`src/verilog/uwb_pkg.sv`:
```
// What this block does
// - with uart clock off and wake enabled, rx falling edge raises wake
// - no rx wake-up while the uart clock is running
// - enabled wake request gives interrupt; software turns clock back on
// - wake enable at 0 means rx edges never wake or request
// - receive enable 1: overrun or data-available set sets the uart flag
// - receive enable 0: overrun and data-available leave the flag alone
// - idle enable 1: transmitter idle set sets the uart flag
// - idle enable 0: transmitter idle leaves the flag alone
// - empty enable 1: transmitter empty set sets the uart flag
// - empty enable 0: transmitter empty leaves the flag alone
// - one 8-bit data location: writes transmit, reads receive
// - bit rate is clock over 64(N+1), or 16(N+1) in high speed
// - 8-bit read/write divisor N set by software before use
package uwb_pkg;
    localparam int ADDR_W = 8;
    localparam int DATA_W = 32;
    localparam int BYTE_W = 8;
    localparam int CNT_W = 15;
    localparam int EVT_N = 4;

    // register byte offsets
    localparam logic [7:0] OFF_CTRL = 8'h00;
    localparam logic [7:0] OFF_DATA = 8'h04;
    localparam logic [7:0] OFF_BAUD = 8'h08;
    localparam logic [7:0] OFF_STAT = 8'h0C;
    localparam logic [7:0] OFF_MASK = 8'h10;
    localparam logic [7:0] OFF_LIVE = 8'h14;

    // uart_control_second fields
    localparam int CTL_TX_EMPTY_IRQ_ENABLE = 0;
    localparam int CTL_TIIE = 1;
    localparam int CTL_RIE = 2;
    localparam int CTL_WAKE = 3;
    localparam int CTL_HS = 5;
    localparam int CTL_CLKON = 7;

    // irq status / mask fields
    localparam int EV_RX = 0;
    localparam int EV_TRANSMITTER_QUIET_FLAG = 1;
    localparam int EV_TEMPTY = 2;
    localparam int EV_WAKE = 3;

    // live flag readback fields
    localparam int LV_OVR = 0;
    localparam int LV_RXAV = 1;
    localparam int LV_QUIET = 2;
    localparam int LV_EMPTY = 3;
    localparam int LV_RXPIN = 4;

    localparam logic [7:0] CTRL_RST = 8'h00;
    localparam logic [7:0] BYTE_RST = 8'h00;
    localparam logic [3:0] EVT_RST = 4'h0;
    localparam logic [31:0] WORD_ZERO = 32'h0000_0000;

    localparam logic [14:0] BAUD_MUL_LOW = 15'h0040;
    localparam logic [14:0] BAUD_MUL_HIGH = 15'h0010;
    localparam logic [14:0] CNT_ZERO = 15'h0000;
    localparam logic [14:0] CNT_ONE = 15'h0001;
    localparam logic [8:0] DIV_ONE = 9'h001;
endpackage

```
`src/verilog/uwb_baud_gen.sv`:
```
`timescale 1ns/1ps
module uwb_baud_gen import uwb_pkg::*; (
    input wire logic clk_sys_i,
    input wire logic rst_i,
    input wire logic run_i,
    input wire logic high_speed_i,
    input wire logic [7:0] divisor_i,
    output logic tick_o
);
    typedef struct packed {
        logic [CNT_W-1:0] cnt;
        logic tick;
    } uwb_baud_st_t;

    uwb_baud_st_t st;
    uwb_baud_st_t next_st;
    logic [8:0] n_plus;
    logic [CNT_W-1:0] period;

    always_comb begin
        next_st = st;
        n_plus = {1'b0, divisor_i} + DIV_ONE;
        period = CNT_W'(n_plus) * (high_speed_i ? BAUD_MUL_HIGH : BAUD_MUL_LOW);
        next_st.tick = 1'b0;
        if (!run_i) begin
            // gated uart clock: hold the divider at its start
            next_st.cnt = CNT_ZERO;
        end else if (st.cnt >= period - CNT_ONE) begin
            // >= so a smaller divisor written mid count wraps at once
            next_st.cnt = CNT_ZERO;
            next_st.tick = 1'b1;
        end else begin
            next_st.cnt = st.cnt + CNT_ONE;
        end
    end

    always_ff @(posedge clk_sys_i) begin
        if (rst_i) begin
            st <= '0;
        end else begin
            st <= next_st;
        end
    end

    assign tick_o = st.tick;
endmodule

```
`src/verilog/uwb_ctrl.sv`:
```
`timescale 1ns/1ps
module uwb_ctrl import uwb_pkg::*; (
    input wire logic clk_sys_i,
    input wire logic rst_i,
    input wire logic [ADDR_W-1:0] reg_addr_i,
    input wire logic [DATA_W-1:0] reg_wdata_i,
    input wire logic reg_write_i,
    input wire logic reg_read_i,
    output logic [DATA_W-1:0] reg_rdata_o,
    input wire logic rx_pin_i,
    input wire logic receive_overrun_flag_i,
    input wire logic receive_data_avail_flag_i,
    input wire logic transmitter_quiet_flag_i,
    input wire logic transmit_buffer_empty_flag_i,
    input wire logic [BYTE_W-1:0] rx_data_i,
    output logic [BYTE_W-1:0] tx_data_o,
    output logic tx_load_o,
    output logic rx_read_o,
    output logic uart_clk_en_o,
    output logic baud_high_speed_select_o,
    output logic [BYTE_W-1:0] baud_divisor_value_o,
    output logic baud_tick_o,
    output logic wake_req_o,
    output logic uart_irq_flag_o,
    output logic irq_o
);
    typedef struct packed {
        logic wake_en;
        logic receive_irq_enable;
        logic tx_idle_irq_enable;
        logic tx_empty_irq_enable;
        logic baud_high_speed_select;
        logic uart_clk_on;
        logic [BYTE_W-1:0] baud_divisor_value;
        logic [BYTE_W-1:0] serial_data_buffer;
        logic tx_load;
        logic rx_read;
        logic [EVT_N-1:0] status;
        logic [EVT_N-1:0] mask;
        logic [EVT_N-1:0] prev_flags;
        logic rx_meta;
        logic rx_sync;
        logic rx_prev;
        logic wake_req;
        logic irq;
        logic [DATA_W-1:0] rd_data;
    } uwb_ctrl_st_t;

    uwb_ctrl_st_t st;
    uwb_ctrl_st_t next_st;

    logic [EVT_N-1:0] flags_now;
    logic [EVT_N-1:0] flag_rise;
    logic [EVT_N-1:0] ev_set;
    logic [EVT_N-1:0] ev_clr;
    logic rx_fall;
    logic wake_fire;
    logic wr_ctrl;
    logic wr_data;
    logic wr_baud;
    logic wr_stat;
    logic wr_mask;
    logic rd_data_hit;
    logic [DATA_W-1:0] rd_word;

    function automatic logic hit(input logic [ADDR_W-1:0] a,
                                 input logic [7:0] off);
        hit = (a == off);
    endfunction

    function automatic logic rise(input logic prev, input logic cur);
        rise = cur & ~prev;
    endfunction

    function automatic logic [DATA_W-1:0] pad_byte(
            input logic [BYTE_W-1:0] b);
        pad_byte = {{(DATA_W-BYTE_W){1'b0}}, b};
    endfunction

    uwb_baud_gen u_baud (
        .clk_sys_i(clk_sys_i),
        .rst_i(rst_i),
        .run_i(st.uart_clk_on),
        .high_speed_i(st.baud_high_speed_select),
        .divisor_i(st.baud_divisor_value),
        .tick_o(baud_tick_o)
    );

    always_comb begin
        next_st = st;
        flags_now = '0;
        flag_rise = '0;
        ev_set = '0;
        ev_clr = '0;
        rd_word = WORD_ZERO;

        // bus decode
        wr_ctrl = reg_write_i & hit(reg_addr_i, OFF_CTRL);
        wr_data = reg_write_i & hit(reg_addr_i, OFF_DATA);
        wr_baud = reg_write_i & hit(reg_addr_i, OFF_BAUD);
        wr_stat = reg_write_i & hit(reg_addr_i, OFF_STAT);
        wr_mask = reg_write_i & hit(reg_addr_i, OFF_MASK);
        rd_data_hit = reg_read_i & hit(reg_addr_i, OFF_DATA);

        // rx pin: two flops before any logic looks at it
        next_st.rx_meta = rx_pin_i;
        next_st.rx_sync = st.rx_meta;
        next_st.rx_prev = st.rx_sync;
        rx_fall = st.rx_prev & ~st.rx_sync;

        // edge counts only while the uart clock is gated and wake is set
        wake_fire = rx_fall & st.wake_en & ~st.uart_clk_on;

        // shifter flags arrive on this clock, no sync needed
        flags_now[EV_RX] = receive_overrun_flag_i;
        flags_now[EV_TRANSMITTER_QUIET_FLAG] = transmitter_quiet_flag_i;
        flags_now[EV_TEMPTY] = transmit_buffer_empty_flag_i;
        flags_now[EV_WAKE] = receive_data_avail_flag_i;
        for (int i = 0; i < EVT_N; i++) begin
            flag_rise[i] = rise(st.prev_flags[i], flags_now[i]);
        end
        next_st.prev_flags = flags_now;

        // slot EV_WAKE of prev_flags tracks data-available, it feeds EV_RX
        ev_set[EV_RX] = st.receive_irq_enable &
                        (flag_rise[EV_RX] | flag_rise[EV_WAKE]);
        ev_set[EV_TRANSMITTER_QUIET_FLAG] = st.tx_idle_irq_enable &
                           flag_rise[EV_TRANSMITTER_QUIET_FLAG];
        ev_set[EV_TEMPTY] = st.tx_empty_irq_enable &
                            flag_rise[EV_TEMPTY];
        ev_set[EV_WAKE] = wake_fire;

        // write-one-to-clear; a set in the same cycle wins
        if (wr_stat) begin
            ev_clr = reg_wdata_i[EVT_N-1:0];
        end
        next_st.status = (st.status & ~ev_clr) | ev_set;

        // wake request level stays until software restarts the clock
        if (wake_fire) begin
            next_st.wake_req = 1'b1;
        end else if (st.uart_clk_on) begin
            next_st.wake_req = 1'b0;
        end

        if (wr_ctrl) begin
            next_st.tx_empty_irq_enable = reg_wdata_i[CTL_TX_EMPTY_IRQ_ENABLE];
            next_st.tx_idle_irq_enable = reg_wdata_i[CTL_TIIE];
            next_st.receive_irq_enable = reg_wdata_i[CTL_RIE];
            next_st.wake_en = reg_wdata_i[CTL_WAKE];
            next_st.baud_high_speed_select = reg_wdata_i[CTL_HS];
            next_st.uart_clk_on = reg_wdata_i[CTL_CLKON];
        end

        if (wr_baud) begin
            next_st.baud_divisor_value = reg_wdata_i[BYTE_W-1:0];
        end

        if (wr_mask) begin
            next_st.mask = reg_wdata_i[EVT_N-1:0];
        end

        // one location: writes hand a byte to the transmitter
        next_st.tx_load = wr_data;
        if (wr_data) begin
            next_st.serial_data_buffer = reg_wdata_i[BYTE_W-1:0];
        end
        // reads hand the receiver's byte back and tell it it was taken
        next_st.rx_read = rd_data_hit;

        // read mux, answered in the next cycle only
        if (reg_read_i) begin
            case (reg_addr_i)
                OFF_CTRL: begin
                    rd_word[CTL_TX_EMPTY_IRQ_ENABLE] = st.tx_empty_irq_enable;
                    rd_word[CTL_TIIE] = st.tx_idle_irq_enable;
                    rd_word[CTL_RIE] = st.receive_irq_enable;
                    rd_word[CTL_WAKE] = st.wake_en;
                    rd_word[CTL_HS] = st.baud_high_speed_select;
                    rd_word[CTL_CLKON] = st.uart_clk_on;
                end
                OFF_DATA: begin
                    rd_word = pad_byte(rx_data_i);
                end
                OFF_BAUD: begin
                    rd_word = pad_byte(st.baud_divisor_value);
                end
                OFF_STAT: begin
                    rd_word[EVT_N-1:0] = st.status;
                end
                OFF_MASK: begin
                    rd_word[EVT_N-1:0] = st.mask;
                end
                OFF_LIVE: begin
                    rd_word[LV_OVR] = receive_overrun_flag_i;
                    rd_word[LV_RXAV] = receive_data_avail_flag_i;
                    rd_word[LV_QUIET] = transmitter_quiet_flag_i;
                    rd_word[LV_EMPTY] = transmit_buffer_empty_flag_i;
                    rd_word[LV_RXPIN] = st.rx_sync;
                end
                default: begin
                    rd_word = WORD_ZERO;
                end
            endcase
        end
        next_st.rd_data = rd_word;

        // irq follows the status that is about to be stored
        next_st.irq = |(next_st.status & next_st.mask);
    end

    always_ff @(posedge clk_sys_i) begin
        if (rst_i) begin
            st.wake_en <= CTRL_RST[CTL_WAKE];
            st.receive_irq_enable <= CTRL_RST[CTL_RIE];
            st.tx_idle_irq_enable <= CTRL_RST[CTL_TIIE];
            st.tx_empty_irq_enable <= CTRL_RST[CTL_TX_EMPTY_IRQ_ENABLE];
            st.baud_high_speed_select <= CTRL_RST[CTL_HS];
            st.uart_clk_on <= CTRL_RST[CTL_CLKON];
            st.baud_divisor_value <= BYTE_RST;
            st.serial_data_buffer <= BYTE_RST;
            st.tx_load <= 1'b0;
            st.rx_read <= 1'b0;
            st.status <= EVT_RST;
            st.mask <= EVT_RST;
            st.prev_flags <= EVT_RST;
            // idle line is high; avoids a false edge at reset release
            st.rx_meta <= 1'b1;
            st.rx_sync <= 1'b1;
            st.rx_prev <= 1'b1;
            st.wake_req <= 1'b0;
            st.irq <= 1'b0;
            st.rd_data <= WORD_ZERO;
        end else begin
            st <= next_st;
        end
    end

    assign reg_rdata_o = st.rd_data;
    assign tx_data_o = st.serial_data_buffer;
    assign tx_load_o = st.tx_load;
    assign rx_read_o = st.rx_read;
    assign uart_clk_en_o = st.uart_clk_on;
    assign baud_high_speed_select_o = st.baud_high_speed_select;
    assign baud_divisor_value_o = st.baud_divisor_value;
    assign wake_req_o = st.wake_req;
    assign uart_irq_flag_o = |st.status;
    assign irq_o = st.irq;
endmodule

```
`config.mk`:
```
export PLATFORM = sky130hd
export DESIGN_NAME = uwb_ctrl
export DESIGN_NICKNAME = d
export VERILOG_FILES = /design/src/verilog/uwb_pkg.sv /design/src/verilog/uwb_baud_gen.sv /design/src/verilog/uwb_ctrl.sv
export SDC_FILE = /design/constraint.sdc
export NUM_CORES = 1
export LEC_CHECK = 0
export ABC_AREA = 1
export BUFFER_PORTS_ARGS = -buffer_cell sky130_fd_sc_hd__buf_2
export CAP_MARGIN = 20
export CORE_ASPECT_RATIO = 0.75
export CORE_UTILIZATION = 40
export CTS_CLUSTER_SIZE = 28
export DETAILED_ROUTE_END_ITERATION = 12
export GPL_TIMING_DRIVEN = 0
export PLACE_DENSITY = 0.65
export SETUP_SLACK_MARGIN = 0.5
export SYNTH_ARGS = -nofsm -noshare
export SYNTH_HDL_FRONTEND = slang
export SYNTH_SLANG_ARGS = --single-unit
```
`constraint.sdc`:
```
create_clock -name clk_sys_i -period 4.2 [get_ports clk_sys_i]
set_input_delay 0.21 -clock clk_sys_i [delete_from_list [all_inputs] [get_ports clk_sys_i]]
set_output_delay 0.21 -clock clk_sys_i [all_outputs]
set_load 0.1 [all_outputs]
```
== Word level (Yosys, flattened, before mapping) ==
Cells that the tools add are included.
Word-level totals
  bits in registers: 89
  word-level logic and storage cells: 78
  output and inout port bits: 56
  input bits: 57
Cells by class
  multiplexer cells: 11
  order comparisons: 1
  add/subtract/negate cells: 3
  bitwise operators: 28
  equal/unequal tests: 5
  multipliers: 1
  reduce and logical (&&, ||, !) cells: 7
Operators by type and width (count)
  4-bit case mux with 6 select lines: 1
  1-bit bitwise AND: 16
  8-bit by 4-bit equality test with 1-bit output, second input constant: 2
  8-bit by 5-bit equality test with 1-bit output, second input constant: 2
  15-bit by 1-bit adder with 15-bit output, second input constant: 1
  15-bit greater-or-equal comparator: 1
  9-bit by 15-bit multiplier with 15-bit output: 1
  15-bit by 1-bit subtractor with 15-bit output, second input constant: 1
  8-bit by 1-bit adder with 9-bit output, second input constant: 1
  1-bit case mux with 3 select lines: 3
  4-bit bitwise AND: 2
  8-bit by 3-bit equality test with 1-bit output, second input constant: 1
  8-bit zero test: 1
  4-bit two-way mux: 2
  4-bit OR reduction: 2
  7-bit two-way mux: 1
  1-bit inverter: 7
  4-bit inverter: 1
  4-bit bitwise OR: 1
  2-bit OR reduction: 2
  1-bit two-way mux: 3
  3-bit OR reduction: 1
  1-bit case mux with 2 select lines: 1
  2-bit nonzero test: 1
  1-bit bitwise OR: 1

== Depth between registers and ports, before layout ==
Gate-level depths: netlist of the first run.
  word-level depth: 8
  gate-level depth with buffers: 28
  depth with buffers taken out: 28

== Hierarchy ==
Synthesis of the first run repeated with hierarchy kept, for this count alone.
Unflattened totals
  cells, all modules: 604
  area total of the unflattened synthesis: 4406.7 µm²
By module, submodules not included
  uwb_ctrl: sequential area each 980.9 µm², area an instance 2414.8 µm², cells an instance 326, times used 1
  uwb_baud_gen: sequential area each 320.3 µm², area an instance 1991.9 µm², cells an instance 278, times used 1

== Worst setup path before layout of the first run ==
OpenSTA, ideal clock, no wires.
  path type: register to register
  start: register st, in the netlist baud_high_speed_select_o
  end: register u_baud.st[7] in the netlist's numbering
  clock period less this slack: 5.028 ns
  setup slack: -0.828 ns
  setup time: 0.064 ns
  buffers on the path: 3
  cell stages (with the launch flop): 24
  data arrival time: 4.964 ns
  cell sequence: dfxtp_1 -> buf_2 -> inv_1 -> clkbuf_1 -> or2_2 -> fa_1 -> inv_1 -> ha_1 -> ha_1 -> fa_1 -> nand3_1 -> nand2_1 -> a21oi_1 -> nor2_1 -> nor2_1 -> xor2_1 -> ha_1 -> nand2_1 -> or2_1 -> nand2_1 -> a21oi_2 -> nand4_2 -> buf_4 -> nor2_1
On the way
  longest elaborated chain between the ends: 5
Ends and longest elaborated chain
  start: declaration: line uwb_ctrl.sv:49  | uwb_ctrl_st_t st;
  start signal: assignment: line uwb_ctrl.sv:235  | st <= next_st;
  7-bit two-way mux: line uwb_baud_gen.sv:23  | period = CNT_W'(n_plus) * (high_speed_i ? BAUD_MUL_HIGH : BAUD_MUL_LOW);
  9-bit by 15-bit multiplier with 15-bit output: line uwb_baud_gen.sv:23
  15-bit by 1-bit subtractor with 15-bit output: line uwb_baud_gen.sv:28  | end else if (st.cnt >= period - CNT_ONE) begin
  15-bit greater-or-equal comparator: line uwb_baud_gen.sv:28
  3-bit OR reduction (no line)
  end signal: assignment: line uwb_baud_gen.sv:41  | st <= next_st;
  end: declaration: line uwb_baud_gen.sv:15  | uwb_baud_st_t st;
Every way passes these cells.
A chain may end at the register's enable or synchronous reset.

== Worst setup path after layout of the first run ==
  start: register st, in the netlist baud_divisor_value_o[0]
  end: register u_baud.st, in the netlist u_baud.tick_o
On the way
  longest elaborated chain between the ends: 5
Ends and longest elaborated chain
  8-bit by 1-bit adder with 9-bit output: line uwb_baud_gen.sv:22  | n_plus = {1'b0, divisor_i} + DIV_ONE;
  9-bit by 15-bit multiplier with 15-bit output: line uwb_baud_gen.sv:23
  15-bit by 1-bit subtractor with 15-bit output: line uwb_baud_gen.sv:28
  15-bit greater-or-equal comparator: line uwb_baud_gen.sv:28
  1-bit two-way mux: line uwb_baud_gen.sv:28
Every way passes these cells.

==> results.md, run 1 <==
* # Max-Cap Violations at 0
* Detail Route Antenna Nets at 0
* Port bufs at 63
* Critical path capture point type: flop
* Cells after Synth at 584
* Core area at 0.01041 mm²
* # clock sinks at 65
* Register area at about 0.0013 mm²
* RSZ-0062 raised after global routing: yes
* Area contributors post-synth: dfxtp_1, ha_1, buf_4
* Fin nets at about 800
* Most area-hungry cell type in the Yosys netlist: dfxtp_1
* Dpl cell area at roughly 0.005 mm²
* Multi-input logic area at about 0.0029 mm²
* Pwr Density at 272.8 mW/mm²
* Ports at 113
* Fill cells at 964
* Worst skew pair latency at between 0.3 and 0.4 ns
* Max-slew violation count at 0
* Most frequent cells in the layout: nand2_1, nor2_1, buf_4, buf_2, dfxtp_1
* Root buf cell: clkbuf_16
* Vias/cell at 4.707
* Largest net degree at the start of global routing at 13
* Ant. Diodes at 0
* Final HPWL from detailed placement at 8067 µm
* Vias at 3,968
* Crit start category: flop
* Syn avg cell area at 7.409 µm²
* Total track usage at 0.2010
* DRC errors left at 0
* YS warnings at 0
* Worst R2R Start: baud_divisor_value_o[0]
* Violated checks: negative setup slack
* Hold EP: next_st[35]
* Initial antenna violation count at 0
* CP Max Fanout at 4
* Hold path startpoint: rx_pin_i
* DRT Pass-1 Iters at 4
* DR iter-0 viols at 227
* Placed Instances at just over 800
* Arrival @ worst endpoint at 4.70 ns
* CTS tree: yes
* Post-Layout Cell Count at 843
* Layout cell share with drive strength beyond 1 at 0.3508
* Global-route wire length before repair at 17,600 µm
* WP data required at around 4.5 ns
* Vias in the first global route at 3,824
* Initial Util at 0.4156
* Peak Freq at around 230 MHz
* Pre-CTS setup slack at -0.4737 ns
* Clock slew at reported path FFs at 0.06 ns
* Setup violators final at 16
* Row cnt at 32
* Leading cell type in the layout, fill and taps excluded: nand2_1
* Die ar. at 0.01124 mm²
* Final Power at 1589 µW
* Chip Width at 122.1 µm
* Slack of the critical path at -0.2148 ns
* #FFs+latches synth at 65
* CP Class: flop to flop
* Synth cell types at 42
* Max VDD drop at 0.1879 mV
* Register area share after synthesis at 0.3008
* Routability cong. at 0.9005
* Top cell type's share of synthesized area at 0.3008
* Overall routed net length at 10,810 µm
* H-tree Lvls at 3
* Area Overhead vs Synth at 34.62%
* Worst Hold Class: primary input to flop
* DR WL/cell at 12.82 µm
* GR Overflow Total at 0
* Setup Total Neg Slack at -2.436 ns
* Final Hold Vio Count at 0
* Flop2flop setup slack at -0.21 ns
* CTS Buffer Depth at 2
* Synthesized area at 0.004327 mm²
* Die Height at 92.07 µm
* Pleak at 0.002747 µW
* Outcome: complete, but fails checks
* Reg2reg path depth at 27
* Hold Path Depth at 2
* Setup Skew at 0.009671 ns
* FF-to-FF End: u_baud.tick_o
* Fin area at approximately 0.0058 mm²
* Final Critical Period at 4.415 ns
* CTS buffer count at 9
* Fin crit share at 1.051
-- critical path: stages (launching register included) --
cell and delay [ns]:
dfxtp_4 0.37, inv_2 0.07, nor2_4 0.18, xor2_4 0.20
buf_4 0.14, nor2_2 0.04, fa_1 0.54, inv_1 0.07
ha_4 0.24, ha_4 0.24, ha_4 0.26, a21oi_2 0.14
nand2_2 0.09, buf_4 0.14, a31oi_1 0.22, inv_1 0.08
nand2_1 0.08, nand2_2 0.08, ha_4 0.29, nand2_2 0.08
or2_1 0.25, nand2_2 0.08, a21oi_4 0.05, buf_4 0.15
buf_6 0.10, nand3_1 0.06, nand2_1 0.06, inv_1 0.06
-- layout make-up --
class,count,share of cell area
clock inverters,6,0.01160
repair buffers,84,0.08464
flip-flops and latches,65,0.2260
plain buffers,57,0.07347
inverters,68,0.04425
multi-input cells,417,0.4898
well taps,136,0.02922
clock buffers,10,0.04103
-- what timing repair did --
action                                  in CTS  in global routing
cloned                                       1                  0
endpoints found under the setup margin      16                 16
buffers inserted                            13                  7
hold buffers                                 0                  0
pin swaps                                   14                 26
gates resized for setup                     30                 29
-- metal layers --
layer / track usage / vias to the layer above / wire, µm
li1: - / 2044 / -
met5: 0 / - / 0
met3: 0.03980 / 14 / 731
met4: 0.06504 / 0 / 137
met1: 0.2644 / 1786 / 4921
met2: 0.3277 / 124 / 5016
-- logic make-up after synthesis --
family | after synthesis | share of synthesized area
AO/OA/AOI/OAI | 70 | 0.08676
XOR/XNOR | 24 | 0.04858
adder cells (fa/ha/maj) | 45 | 0.1405
buffers and inverters | 125 | 0.1538
flip-flops | 65 | 0.3008
other | 1 | 0.0008667
AND/OR/NAND/NOR | 254 | 0.2687
-- sequential cells by signal, summed over array words and instances, names as in the netlist --
signal	cells
st	17
wake_req_o	1
rx_read_o	1
u_baud.st	15
tx_load_o	1
tx_data_o	8
reg_rdata_o	8
next_st	2
baud_divisor_value_o	8
uart_clk_en_o	1
u_baud.tick_o	1
baud_high_speed_select_o	1
irq_o	1
-- worst max path at each step --
stage / start / to / depth (start not counted) / slack [ns]
floorplan: baud_high_speed_select_o / u_baud.st[7] / 23 / 0.09
global placement: baud_divisor_value_o[2] / u_baud.st[9] / 23 / -0.36
detailed placement: baud_divisor_value_o[2] / u_baud.st[10] / 24 / -0.47
CTS: baud_divisor_value_o[0] / u_baud.st[14] / 23 / -0.1
global route: baud_divisor_value_o[0] / u_baud.st[13] / 24 / -0.41
finish: baud_divisor_value_o[0] / u_baud.tick_o / 27 / -0.21
-- stage by stage --
| stage | utilization | hold WS (ns) |
|---|---|---|
| 6_report | 0.5595 | 0.05908 |
| 5_1_grt | 0.5595 | 0.07622 |
| 4_1_cts | 0.5397 | 0.05339 |
| 3_5_place_dp | 0.4846 | 0.3967 |
| 3_3_place_gp | 0.4846 | 0.3938 |
| 2_1_floorplan | - | 0.3138 |
-- Yosys cell counts, drive strengths merged --
library cell / number
nand2: 104
o2bb2ai: 1
nand4: 4
o31ai: 1
ha: 39
xor2: 15
buf: 53
o211ai: 1
conb: 1
a31oi: 3
or4: 1
nor3b: 2
clkbuf: 4
o22ai: 1
o21ai: 31
a21oi: 31
o221ai: 1
dfxtp: 65
inv: 66
xnor2: 9
or2: 4
fa: 6
nand3: 32
nor3: 10
clkinv: 2
nor2: 96
nor4: 1
-- power by group --
group	total, µW	switching, µW	internal [µW]
clock	761	285	476
combinational	208	156	52.1
sequential	620	1.51	618
Note: power is estimated with default switching activity, not from simulation.
==> inputs of run 2 (changes only) <==
--- a/config.mk
+++ b/config.mk
@@ -7,14 +7,14 @@
 export LEC_CHECK = 0
 export ABC_AREA = 1
 export BUFFER_PORTS_ARGS = -buffer_cell sky130_fd_sc_hd__buf_2
-export CAP_MARGIN = 20
 export CORE_ASPECT_RATIO = 0.75
 export CORE_UTILIZATION = 40
 export CTS_CLUSTER_SIZE = 28
 export DETAILED_ROUTE_END_ITERATION = 12
 export GPL_TIMING_DRIVEN = 0
-export PLACE_DENSITY = 0.65
+export PLACE_DENSITY = 0.64
 export SETUP_SLACK_MARGIN = 0.5
 export SYNTH_ARGS = -nofsm -noshare
 export SYNTH_HDL_FRONTEND = slang
+export SYNTH_HIERARCHICAL = 1
 export SYNTH_SLANG_ARGS = --single-unit
==> run 2 against run 1 <==
Effect of this change:
- the run now ends clean
- combinational power increased by 2%
- sequential power about the same
- largest power group unchanged
- final cell count increased by 2.1%
- first-iteration DRC count increased by 9.7%
==> results.md, run 2 <==
* Outcome: completed (was complete, but fails checks)
* Critical path capture point type: flop (unchanged)
* Worst R2R Start: baud_divisor_value_o[1] (was baud_divisor_value_o[0])
* DR iter-0 viols at 249 (was 227)
* Die ar. at 0.01145 mm² (was 0.01124 mm²)
* Row cnt at 32 (unchanged)
* H-tree Lvls at 3 (unchanged)
* Final HPWL from detailed placement at 8117 µm (was 8067 µm)
* Flop2flop setup slack at 0.007 ns (was -0.21 ns)
* DRC errors left at 0 (unchanged)
* RSZ-0062 raised after global routing: yes (unchanged)
* Setup violators final at 0 (was 16)
* Total track usage at 0.1971 (was 0.2010)
* Dpl cell area at 0.005270 mm² (was 0.005045 mm²)
* Pwr Density at 266.3 mW/mm² (was 272.8 mW/mm²)
* Detail Route Antenna Nets at 0 (unchanged)
* Slack of the critical path at 0.006696 ns (was -0.2148 ns)
* Fin crit share at 0.9984 (was 1.051)
* #FFs+latches synth at 65 (unchanged)
* Crit path from: baud_divisor_value_o[1] (was baud_divisor_value_o[0])
* Global-route wire length before repair at 17,470 µm (was 17,600 µm)
* Fin nets at 822 (was 804)
* CP Class: flop to flop (unchanged)
* Most common cell in the synthesized netlist: nand2_1 (unchanged)
* Setup Skew at 0.008312 ns (was 0.009671 ns)
* Arrival @ worst endpoint at 4.47 ns (was 4.70 ns)
* Post-Layout Cell Count at 861 (was 843)
* Most frequent cells in the layout: nand2_1, nor2_1, buf_2, buf_4, dfxtp_1 (was nand2_1, nor2_1, buf_4, buf_2, dfxtp_1)
* Setup Total Neg Slack at 0 ns (was -2.436 ns)
* Layout cell share with drive strength beyond 1 at 0.3586 (was 0.3508)
* Port bufs at 64 (was 63)
* Pre-CTS setup slack at -0.09784 ns (was -0.4737 ns)
* # clock sinks at 65 (unchanged)
* Area contributors post-synth: dfxtp_1, ha_1, nand2_1 (was dfxtp_1, ha_1, buf_4)
* Core area at 0.01049 mm² (was 0.01041 mm²)
* CTS buffer count at 9 (unchanged)
* DR WL/cell at 12.20 µm (was 12.82 µm)
* Overall routed net length at 10,500 µm (was 10,810 µm)
* CTS Buffer Depth at 2 (unchanged)
* Most common flop cell mapped by yosys: dfxtp_1 (unchanged)
* Top flop regs: st (17), u_baud/st (15) (was st (17), u_baud.st (15))
* Crit start category: flop (unchanged)
* Peak Freq at 238.5 MHz (was 226.5 MHz)
* Chip Width at 123.2 µm (was 122.1 µm)
* EDFF count, synth at 0 (unchanged)
* FF-to-FF End: u_baud/st[10] (was u_baud.tick_o)
* CTS Hold Buffers Added at 0 (unchanged)
* Initial Util at 0.4201 (was 0.4156)
* Vias at 4,016 (was 3,968)
* Vias in the first global route at 3,663 (was 3,824)
* Placed Instances at 827 (was 806)
* Reg2reg path depth at 24 (was 27)
* # Max-Cap Violations at 0 (unchanged)
* Worst Hold Class: primary input to flop (unchanged)
* Final design utilization at 0.5680 (was 0.5595)
* Cells after Synth at 604 (was 584)
* Setup crit end: u_baud/st[10] (was u_baud.tick_o)
* Syn avg cell area at 7.296 µm² (was 7.409 µm²)
* Most flop-heavy register: st (unchanged)
* Top cell type's share of synthesized area at 0.2953 (was 0.3008)
* Fill cells at 973 (was 964)
* Vias/cell at 4.664 (was 4.707)
* WP data required at 4.47 ns (was 4.48 ns)
* CP Max Fanout at 5 (was 4)
* Clock slew at reported path FFs at 0.05 ns (was 0.06 ns)
* Register area share after synthesis at 0.2953 (was 0.3008)
* YS warnings at 6 (was 0)
* Commonest cells post-synth: nand2_1, nor2_1, dfxtp_1, inv_1, buf_4 (unchanged)
* Max FFs per register at 17 (unchanged)
* Worst skew pair latency at 0.33 ns (about the same)
* Area Overhead vs Synth at 35.21% (was 34.62%)
* Initial antenna violation count at 0 (unchanged)
* Max-slew violation count at 0 (unchanged)
* Final Hold Vio Count at 0 (unchanged)
* Fin area at 0.005958 mm² (was 0.005824 mm²)
* Leading cell type in the layout, fill and taps excluded: nand2_1 (unchanged)
* Synth cell types at 36 (was 42)
* DRT Pass-1 Iters at 5 (was 4)
* Root buf cell: clkbuf_16 (unchanged)
* Final Critical Period at 4.193 ns (was 4.415 ns)
* Routability cong. at 0.8735 (was 0.9005)
* Most area-hungry cell type in the Yosys netlist: dfxtp_1 (unchanged)
* Max VDD drop at 0.1906 mV (was 0.1879 mV)
* Ant. Diodes at 0 (unchanged)
* CTS tree: yes (unchanged)
* Ports at 113 (unchanged)
* Die Height at 92.90 µm (was 92.07 µm)
* Pleak at 0.002809 µW (was 0.002747 µW)
* Asr flop ratio synth at 0 (unchanged)
* Largest net degree at the start of global routing at 12 (was 13)
* Synthesized area at 0.004407 mm² (was 0.004327 mm²)
* GR Overflow Total at 0 (unchanged)
## run 2: changes by cell type in the layout (fill, tap and decap cells not counted), sizes merged, moves of 5 or more
cell / delta
a21oi: -10
nand2: +18
nand3: +6
nor2: +18
o21ai: -5
xnor2: +5
## run 2: how the worst min path moves through the flow
stage | depth (start not counted) | slack [ns] | endpoint | startpoint
after floorplan | 1 | 0.31 | next_st[35] | rx_pin_i
after global placement | 1 | 0.39 | next_st[34] | next_st[35]
after detailed placement | 2 | 0.40 | next_st[35] | rx_pin_i
after CTS | 2 | 0.05 | next_st[35] | rx_pin_i
after global routing | 2 | 0.06 | next_st[35] | rx_pin_i
final | 2 | 0.06 | next_st[35] | rx_pin_i
## run 2: worst max-delay path, stage by stage, from the launching register on
cell and delay (ns):
dfxtp_4 0.37, buf_6 0.11, nand3_4 0.11, nor2_4 0.16, xnor2_2 0.09, or2_4 0.25
fa_1 0.53, inv_2 0.05, ha_4 0.23, ha_4 0.24, ha_4 0.23, a21oi_2 0.15
nand2_2 0.08, nand2_1 0.06, nand2_1 0.04, nand2_1 0.06, nand2_2 0.06, xnor2_2 0.22
ha_4 0.25, a21oi_2 0.14, o21ai_2 0.07, a21oi_2 0.18, nand4_4 0.17, buf_6 0.18
nor2_2 0.09
## run 2: cell families after synthesis
kind of cell,count (synthesis),synth area share
buffers and inverters,123,0.1479
AND/OR/NAND/NOR,291,0.3024
AO/OA/AOI/OAI,53,0.06388
other,1,0.0008510
adder cells (fa/ha/maj),45,0.1380
flip-flops,65,0.2953
XOR/XNOR,26,0.05168
## run 2: per-stage QoR
stage / power [µW] / hold WS [ns]
2_1_floorplan: 802.5 / 0.3138
3_3_place_gp: 834.2 / 0.3918
3_5_place_dp: 835.6 / 0.3985
4_1_cts: 1597 / 0.05154
5_1_grt: 1642 / 0.06445
6_report: 1587 / 0.06351
## run 2: cell type report
type | count | area [µm²] | area share
multi-input cells | 439 | 3010 | 0.5053
inverters | 68 | 267.8 | 0.04494
repair buffers | 82 | 474.2 | 0.07959
flip-flops and latches | 65 | 1321 | 0.2218
well taps | 136 | 170.2 | 0.02856
plain buffers | 55 | 406.6 | 0.06825
clock buffers | 12 | 256.5 | 0.04305
clock inverters | 4 | 51.30 | 0.008610
## run 2: power breakdown
part / leakage (µW) / total (µW) / switching [µW] / internal [µW]
Clock: 0.000149 / 754 / 263 / 491
Combinational: 0.00213 / 213 / 156 / 56.9
Sequential: 0.000530 / 619 / 1.52 / 618
## run 2: repair_timing
item,4_1_cts,5_1_grt
resized for setup,25,25
endpoints found under the setup margin,16,16
gates cloned,1,0
pin swaps,33,18
buffers inserted,11,6
endpoints found under the hold margin,0,0
## run 2: layer usage
| metal | GRT usage | share of wire | up-vias |
|---|---|---|---|
| met5 | 0 | 0 | - |
| met4 | 0.06124 | 0.013 | 0 |
| met3 | 0.04372 | 0.063 | 8 |
| met2 | 0.2849 | 0.42 | 121 |
| met1 | 0.2864 | 0.51 | 1814 |
| li1 | - | - | 2073 |
